`config.mk`:
```
export PLATFORM = sky130hd
export DESIGN_NAME = rcq_top
export DESIGN_NICKNAME = d
export VERILOG_FILES = /design/src/logic/rcq_pkg.sv /design/src/logic/rcq_eq_if.sv /design/src/logic/rcq_eq_sel.sv /design/src/logic/rcq_top.sv
export SDC_FILE = /design/constraint.sdc
export NUM_CORES = 1
export LEC_CHECK = 0
export ABC_AREA = 1
export BUFFER_PORTS_ARGS = -buffer_cell sky130_fd_sc_hd__buf_2
export CAP_MARGIN = 10
export CORE_UTILIZATION = 52
export DETAILED_ROUTE_END_ITERATION = 7
export PLACE_DENSITY = 0.76
export SLEW_MARGIN = 40
export SYNTH_ARGS = -nofsm -noshare
export SYNTH_HDL_FRONTEND = slang
export SYNTH_HIERARCHICAL = 1
export SYNTH_SLANG_ARGS = --single-unit
```
`constraint.sdc`:
```
create_clock -name i_clk -period 1.6 [get_ports i_clk]
set_input_delay 0.24 -clock i_clk [delete_from_list [all_inputs] [get_ports i_clk]]
set_output_delay 0.24 -clock i_clk [all_outputs]
set_load 0.02 [all_outputs]
```
`src/logic/rcq_pkg.sv`:
```
// shared constants and types for the redriver configuration and equalization control
// Notes on behaviour
// - Link state comes only from termination, idle, periodic signals and rate, not traffic.
// - Pairs are probed repeatedly; a found far-end receiver enables termination and forwarding.
// - Equalization of an input is turned off whenever periodic signalling is sensed on it.
// - Without periodic signalling, gain comes from straps, or written values in register mode.
// - Both mux-side receive ports and the system-side transmit input get their own equalizer.
// - Each strap input is decoded as low, resistor-to-ground, floating or high.
// - Four-level straps cover bus enable and both equalizer pin pairs, setting gain and mode.
// - All straps are captured just after internal reset rises and used from then on.
// - After the hold interval the strap bias resistors are disconnected.
// - Each path takes two four-level straps, for sixteen settings per path.
// - Levels map to codes 00, 01, 10, 11; a setting is the upper pin's code then the lower's.
package rcq_pkg;
   // ==========================================================
   // strap levels
   localparam logic [1:0] LVL_LOW   = 2'h0;
   localparam logic [1:0] LVL_RES   = 2'h1;
   localparam logic [1:0] LVL_FLOAT = 2'h2;
   localparam logic [1:0] LVL_HIGH  = 2'h3;
   localparam int EQ_W     = 4;
   localparam int NUM_CH   = 3;
   localparam int CH_RX1   = 0;
   localparam int CH_RX2   = 1;
   localparam int CH_SSTX  = 2;
   // ==========================================================
   // timing
   localparam int CLK_MHZ          = 200;
   localparam int HOLD_US          = 10;
   localparam int HOLD_CYC         = HOLD_US * CLK_MHZ;
   localparam int RXDET_INTV_MS    = 12;
   localparam int RXDET_INTV_CYC   = RXDET_INTV_MS * 1000 * CLK_MHZ;
   localparam int CNT_W            = 22;
   localparam int DET_PULSE_CYC    = 4;
   localparam logic [CNT_W-1:0] CNT_ZERO = 22'h0;
   localparam logic [CNT_W-1:0] CNT_ONE  = 22'h1;

   typedef enum logic [1:0] {
      RCQ_LNK_DISC,
      RCQ_LNK_U0,
      RCQ_LNK_U1,
      RCQ_LNK_U23
   } rcq_link_t;

   typedef enum logic [1:0] {
      RCQ_CFG_WAIT,
      RCQ_CFG_HOLD,
      RCQ_CFG_DONE
   } rcq_cfg_t;
endpackage

```
`src/logic/rcq_eq_if.sv`:
```
// carrier of latched strap settings between the loader and the equalizer select
`timescale 1ns/1ps
interface rcq_eq_if;
   logic [3:0] rx_port_eq_setting;
   logic [3:0] sys_tx_eq_setting;
   logic       reg_mode;
   logic       valid;
   modport src (output rx_port_eq_setting, output sys_tx_eq_setting, output reg_mode,
                output valid);
   modport dst (input rx_port_eq_setting, input sys_tx_eq_setting, input reg_mode,
                input valid);
endinterface

```
`src/logic/rcq_eq_sel.sv`:
```
// per-channel equalization select with periodic-signalling suspend
`timescale 1ns/1ps
module rcq_eq_sel (
   input  wire logic        i_clk,
   input  wire logic        i_rstn,
   rcq_eq_if.dst            cfg,
   input  wire logic [3:0]  i_rx_port_one_eq_setting,
   input  wire logic [3:0]  i_rx_port_two_eq_setting,
   input  wire logic [3:0]  i_sys_tx_eq_setting,
   input  wire logic [2:0]  i_lfps_det,
   output logic      [11:0] o_eq_gain,
   output logic      [2:0]  o_eq_en
);
   typedef struct packed {
      logic [11:0] gain;
      logic [2:0]  en;
   } rcq_sel_st_t;

   rcq_sel_st_t s_q;
   rcq_sel_st_t s_d;
   logic [11:0] src;
   logic [11:0] gain_n;
   logic [2:0]  en_n;

   always_comb begin
      if (cfg.reg_mode) begin
         src = {i_sys_tx_eq_setting, i_rx_port_two_eq_setting, i_rx_port_one_eq_setting};
      end else begin
         src = {cfg.sys_tx_eq_setting, cfg.rx_port_eq_setting, cfg.rx_port_eq_setting};
      end
   end

   generate
      for (genvar c = 0; c < rcq_pkg::NUM_CH; c++) begin : g_ch
         assign gain_n[c*4 +: 4] = src[c*4 +: 4];
         // lfps wins: equalizer off while it is present
         assign en_n[c] = cfg.valid & ~i_lfps_det[c];
      end
   endgenerate

   always_comb begin
      s_d      = s_q;
      s_d.gain = gain_n;
      s_d.en   = en_n;
   end

   always_ff @(posedge i_clk or negedge i_rstn) begin
      if (!i_rstn) begin
         s_q <= '0;
      end else begin
         s_q <= s_d;
      end
   end

   assign o_eq_gain = s_q.gain;
   assign o_eq_en   = s_q.en;
endmodule

```
`src/logic/rcq_top.sv`:
```
// strap loader, receiver detection and link state inference for the redriver
`timescale 1ns/1ps
module rcq_top #(
   parameter int HOLD_CYC_P  = rcq_pkg::HOLD_CYC,
   parameter int RXDET_CYC_P = rcq_pkg::RXDET_INTV_CYC
) (
   input  wire logic        i_clk,
   input  wire logic        i_rstn,
   input  wire logic        i_int_reset_n,
   input  wire logic [1:0]  i_cfg_bus_en_strap,
   input  wire logic [3:0]  i_rx_port_eq_straps,
   input  wire logic [3:0]  i_sys_tx_eq_straps,
   input  wire logic [3:0]  i_rx_port_one_eq_setting,
   input  wire logic [3:0]  i_rx_port_two_eq_setting,
   input  wire logic [3:0]  i_sys_tx_eq_setting,
   input  wire logic [2:0]  i_lfps_det,
   input  wire logic [1:0]  i_far_term_det,
   input  wire logic [1:0]  i_elec_idle,
   input  wire logic        i_ss_rate,
   output logic             o_strap_bias_en,
   output logic             o_reg_mode,
   output logic [11:0]      o_eq_gain,
   output logic [2:0]       o_eq_en,
   output logic             o_rx_det_pulse,
   output logic             o_rx_term_en,
   output logic             o_fwd_ready,
   output logic [1:0]       o_link_state
);
   typedef struct packed {
      rcq_pkg::rcq_cfg_t  cfg;
      rcq_pkg::rcq_link_t lnk;
      logic               rst_seen;
      logic [21:0]        hold_cnt;
      logic [21:0]        det_cnt;
      logic [3:0]         rx_eq;
      logic [3:0]         ss_eq;
      logic               reg_mode;
      logic               bias_en;
      logic               det_pulse;
      logic               term_en;
      logic               fwd;
   } rcq_st_t;

   rcq_st_t  s_q;
   rcq_st_t  s_d;
   rcq_eq_if eq_if ();

   logic [rcq_pkg::CNT_W-1:0] hold_lim;
   logic [rcq_pkg::CNT_W-1:0] det_lim;
   logic                      both_term;
   logic                      any_lfps;

   assign hold_lim  = rcq_pkg::CNT_W'(HOLD_CYC_P);
   assign det_lim   = rcq_pkg::CNT_W'(RXDET_CYC_P);
   assign both_term = &i_far_term_det;
   assign any_lfps  = |i_lfps_det;

   // ==========================================================
   // next state
   always_comb begin
      s_d = s_q;
      s_d.det_pulse = 1'b0;
      // ------------------------------------------------------
      // strap capture: once per internal reset rise, then frozen
      unique case (s_q.cfg)
         rcq_pkg::RCQ_CFG_WAIT: begin
            s_d.bias_en = 1'b1;
            if (i_int_reset_n) begin
               // straps arrive already decoded as level codes
               s_d.rx_eq    = i_rx_port_eq_straps;
               s_d.ss_eq    = i_sys_tx_eq_straps;
               s_d.reg_mode = (i_cfg_bus_en_strap != rcq_pkg::LVL_LOW);
               s_d.hold_cnt = rcq_pkg::CNT_ZERO;
               s_d.cfg      = rcq_pkg::RCQ_CFG_HOLD;
            end
         end
         rcq_pkg::RCQ_CFG_HOLD: begin
            s_d.hold_cnt = s_q.hold_cnt + rcq_pkg::CNT_ONE;
            if (s_q.hold_cnt >= hold_lim - rcq_pkg::CNT_ONE) begin
               s_d.bias_en = 1'b0;
               s_d.cfg     = rcq_pkg::RCQ_CFG_DONE;
            end
         end
         rcq_pkg::RCQ_CFG_DONE: begin
            s_d.cfg = rcq_pkg::RCQ_CFG_DONE;
         end
         default: begin
            s_d.cfg = rcq_pkg::RCQ_CFG_WAIT;
         end
      endcase
      // internal reset low restarts the capture
      if (!i_int_reset_n) begin
         s_d.cfg     = rcq_pkg::RCQ_CFG_WAIT;
         s_d.bias_en = 1'b1;
      end
      // ------------------------------------------------------
      // periodic receiver detection while disconnected or parked
      if (s_q.lnk == rcq_pkg::RCQ_LNK_DISC || s_q.lnk == rcq_pkg::RCQ_LNK_U23) begin
         if (s_q.det_cnt >= det_lim - rcq_pkg::CNT_ONE) begin
            s_d.det_cnt   = rcq_pkg::CNT_ZERO;
            s_d.det_pulse = 1'b1;
         end else begin
            s_d.det_cnt = s_q.det_cnt + rcq_pkg::CNT_ONE;
         end
      end else begin
         s_d.det_cnt = rcq_pkg::CNT_ZERO;
      end
      // ------------------------------------------------------
      // link state from physical conditions only
      unique case (s_q.lnk)
         rcq_pkg::RCQ_LNK_DISC: begin
            if (s_q.det_pulse && both_term) begin
               s_d.lnk = rcq_pkg::RCQ_LNK_U0;
            end
         end
         rcq_pkg::RCQ_LNK_U0: begin
            if (&i_elec_idle) begin
               s_d.lnk = rcq_pkg::RCQ_LNK_U1;
            end
         end
         rcq_pkg::RCQ_LNK_U1: begin
            if (!(&i_elec_idle) && i_ss_rate) begin
               s_d.lnk = rcq_pkg::RCQ_LNK_U0;
            end else if (any_lfps) begin
               s_d.lnk = rcq_pkg::RCQ_LNK_U0;
            end else if (!i_ss_rate) begin
               s_d.lnk = rcq_pkg::RCQ_LNK_U23;
            end
         end
         rcq_pkg::RCQ_LNK_U23: begin
            if (s_q.det_pulse && !both_term) begin
               s_d.lnk = rcq_pkg::RCQ_LNK_DISC;
            end else if (any_lfps) begin
               s_d.lnk = rcq_pkg::RCQ_LNK_U0;
            end
         end
      endcase
      // drop the link in the same cycle that the bias comes back
      if (s_q.cfg != rcq_pkg::RCQ_CFG_DONE || !i_int_reset_n) begin
         s_d.lnk = rcq_pkg::RCQ_LNK_DISC;
      end
      // termination held on in every state but disconnect
      s_d.term_en = (s_d.lnk != rcq_pkg::RCQ_LNK_DISC);
      s_d.fwd     = (s_d.lnk == rcq_pkg::RCQ_LNK_U0);
   end

   // ==========================================================
   // state register
   always_ff @(posedge i_clk or negedge i_rstn) begin
      if (!i_rstn) begin
         s_q <= '{cfg: rcq_pkg::RCQ_CFG_WAIT, lnk: rcq_pkg::RCQ_LNK_DISC, bias_en: 1'b1,
                  default: '0};
      end else begin
         s_q <= s_d;
      end
   end

   // ==========================================================
   // equalizer selection
   assign eq_if.rx_port_eq_setting = s_q.rx_eq;
   assign eq_if.sys_tx_eq_setting  = s_q.ss_eq;
   assign eq_if.reg_mode           = s_q.reg_mode;
   assign eq_if.valid              = (s_q.cfg != rcq_pkg::RCQ_CFG_WAIT);

   rcq_eq_sel u_eq_sel (
      .i_clk                    (i_clk),
      .i_rstn                   (i_rstn),
      .cfg                      (eq_if),
      .i_rx_port_one_eq_setting (i_rx_port_one_eq_setting),
      .i_rx_port_two_eq_setting (i_rx_port_two_eq_setting),
      .i_sys_tx_eq_setting      (i_sys_tx_eq_setting),
      .i_lfps_det               (i_lfps_det),
      .o_eq_gain                (o_eq_gain),
      .o_eq_en                  (o_eq_en)
   );

   assign o_strap_bias_en = s_q.bias_en;
   assign o_reg_mode      = s_q.reg_mode;
   assign o_rx_det_pulse  = s_q.det_pulse;
   assign o_rx_term_en    = s_q.term_en;
   assign o_fwd_ready     = s_q.fwd;
   assign o_link_state    = s_q.lnk;
endmodule

```
==> results.toml <==
[outcome]
status = "finished, final reports clean"

[global_routing]
antenna_found_initial = 0
grt_pass1_vias = 3589
grt_usage_pct = 23.58
grt_max_degree = 36
grt_overflow = 0
grt_first_pass_wirelength_um = 15640

[final_layout]
nets = 674
num_antenna_cells = 0
syn_to_final_growth_pct = 20.73
fin_util_pct = 66.31
fin_area_um2 = 4912
fillerInstances = 654
drive_gt1_share_pct = 21.51

[critical_path]
ff2ff_setup_slack_ns = 0.08
critical_path.reg2reg.endpoint = "s_q[37]$_DFFE_PN0P_"
rr_startpoint = "s_q[60]$_DFFE_PN0P_"
cp-start-kind = "flop"
r2r.worst_path.cells = 9
cp-end-kind = "flop"
cp.arrival_ns = 1.77
path_class = "reg -> reg"
worstPathMaxFanout = 5
startpoint = "s_q[60]$_DFFE_PN0P_"
crit_required_ns = 1.85

[flow_run]
maxCapViolCount = 0

[power]
leakagePower_nw = 2.480
power_density_nw_per_um2 = 1233
ir_drop_mv = 1.028

[logic_synthesis]
yosys_warnings = 6
synth.distinct_cells = 34
synth_area_um2 = 4069
yosys-top-cells-count = "172 x nand2_1, 93 x nor2_1, 75 x dfrtp_1"
synth_edf_count = 0
ys_ff_latch = 76
syn_nets = 589
ys_seq_area_share_pct = 46.77
synth_top_area_share_pct = 46.13
syn-instance-count = 547
synthFlopType = "dfrtp_1"
synth-async-reset-ratio_pct = 100.0
synth.most_common_cell = "nand2_1"
synth_area_leaders = "dfrtp_1 46%, nand2_1 16%, nor2_1 8.6%"
yosys.area.top_type = "dfrtp_1"
syn_avg_cell_area_um2 = 7.439

[sta]
hold_ws_ns = 0.04785
final.setup_skew_ns = 0.006019
slew_headroom_pct = 65.97
rsz0062_at_grt = "true"
worst_pin_slew_ns = 0.5104
setup_tns_ns = 0
setup_viol = 0
hold_viol = 0
fmax_mhz = 655.7
period_share_pct = 95.31
finalMaxSlewViolations = 0
period_minus_slack_ns = 1.525

[worst_hold_path]
whs_endpoint = "u_eq_sel/o_eq_en[0]$_DFF_PN0_"
hold_path.class = "in -> reg"
hold_start = "i_lfps_det[0]"
holdPathStages = 2

[clocking]
htreeDepth = 3
clock_latency_ns = 0.35
cts_buffers = 9
path_clk_slew_ns = 0.08
cts-root-buf = "clkbuf_8"
clock-sinks = 76
cts_buffer_depth = 2
cts_tree = "built"

[drt]
drc = 0
wl_per_cell_um = 12.58
drt-pass1-iter-count = 4
ant_nets = 0
viasPerCell = 5.205
drtIter0Drc = 222
routed_wl_um = 9261
vias = 3831

[placement]
place.gp.congestion = 0.8792
io_buffers = 54
placed_area_um2 = 4569
dpl.hpwl_um = 6669

[floorplanning]
core_um2 = 7408
die_h_um = 90.46
die_area_um2 = 8182
die_x_um = 90.46
io_pins = 55
rows = 31
start_util_pct = 54.92
power breakdown:
group	total (mW)	switching (mW)	internal, mW
Sequential	2.50	0.212	2.29
Combinational	1.92	1.19	0.730
Clock	1.64	0.754	0.889
metal layers:
| layer | GRT usage, % | wire (um) | vias up |
|---|---|---|---|
| li1 | - | - | 1911 |
| met1 | 31.04 | 4342 | 1781 |
| met5 | 0 | 0 | - |
| met3 | 4.714 | 459 | 14 |
| met2 | 39.31 | 4332 | 125 |
| met4 | 7.258 | 127 | 0 |
stage by stage:
stage               instances  setup slack (ns)  power [mW]
finish                    736           0.07502       6.058
global route              736          -0.02359       6.431
CTS                       727        -0.0003851       5.965
detailed placement        710          -0.05825       4.288
global placement          710           0.02697       4.219
floorplan                 547           0.06386       3.600
critical path, stage by stage, from the launching register on:
cell and delay [ns]:
dfrtp_1 0.38, inv_1 0.09, ha_2 0.20, inv_2 0.04, nand2_2 0.11, nand2_2 0.11
buf_4 0.16, buf_4 0.14, a21oi_1 0.12, nor2_1 0.06
final cells by class:
cell class	instances	area (um2)	share of cell area, %
Sequential cell	76	1903	38.74
Timing Repair Buffer	82	510.5	10.39
Tap cell	99	123.9	2.522
Clock buffer	9	123.9	2.522
Clock inverter	7	98.84	2.012
Multi-Input combinational cell	409	1942	39.53
Inverter	54	210.2	4.279
cell families after synthesis:
kind of cell               Yosys count  synth area share [%]
AOI/OAI and AO/OA                   56                 7.626
xor gates and xnor gates             1                0.2153
adders and majority gates            9                 2.768
buffers and inverters               64                 6.734
DFF                                 76                 46.77
and+or+nand+nor                    341                 35.89
flip-flops by register name (all words and copies together) (netlist names):
signal,cells
eq_if.sys_tx_eq_setting,4
o_fwd_ready,1
o_rx_det_pulse,1
u_eq_sel/o_eq_en,3
o_reg_mode,1
s_q,46
o_rx_term_en,1
eq_if.rx_port_eq_setting,4
u_eq_sel/o_eq_gain,12
o_link_state,2
o_strap_bias_en,1
cells in the final DEF (no fill, tap or decap), types with 2 or more instances in the layout:
| cell type | instances |
|---|---|
| bufinv_16 | 2 |
| inv_6 | 2 |
| nand3_1 | 33 |
| nand3b_1 | 2 |
| clkinvlp_4 | 3 |
| inv_1 | 46 |
| buf_2 | 53 |
| nand4_1 | 12 |
| o21bai_1 | 3 |
| ha_2 | 2 |
| o21ai_1 | 5 |
| nor3_2 | 2 |
| nand3_2 | 8 |
| nor2_4 | 4 |
| o21a_1 | 2 |
| dfrtp_1 | 75 |
| nand2_1 | 171 |
| nor2_1 | 93 |
| clkbuf_8 | 9 |
| ha_1 | 7 |
| buf_12 | 2 |
| or2_2 | 2 |
| a31oi_1 | 3 |
| a21oi_1 | 21 |
| nand2_2 | 8 |
| buf_4 | 26 |
| inv_2 | 6 |
| o21ai_0 | 17 |
| nor2_2 | 3 |
| nor3_1 | 3 |
repair_timing:
action	4_1_cts	5_1_grt
gates resized for setup	3	14
gates cloned	0	2
hold buffers	1	0
pin swaps	3	3
endpoints found under the hold margin	25	0
endpoints found under the setup margin	9	32
buffers inserted	0	7
worst max-delay path by stage:
stage,endpoint,slack (ns),depth (start not counted)
3_5_place_dp,s_q[48]$_DFFE_PN0P_,-0.06,10
3_3_place_gp,s_q[48]$_DFFE_PN0P_,0.03,10
6_report,s_q[37]$_DFFE_PN0P_,0.08,9
4_1_cts,s_q[48]$_DFFE_PN0P_,-0.0004,10
2_1_floorplan,s_q[26]$_DFF_PN0_,0.06,7
5_1_grt,s_q[61]$_DFFE_PN0P_,-0.02,8
(Power assumes the default switching activity.)
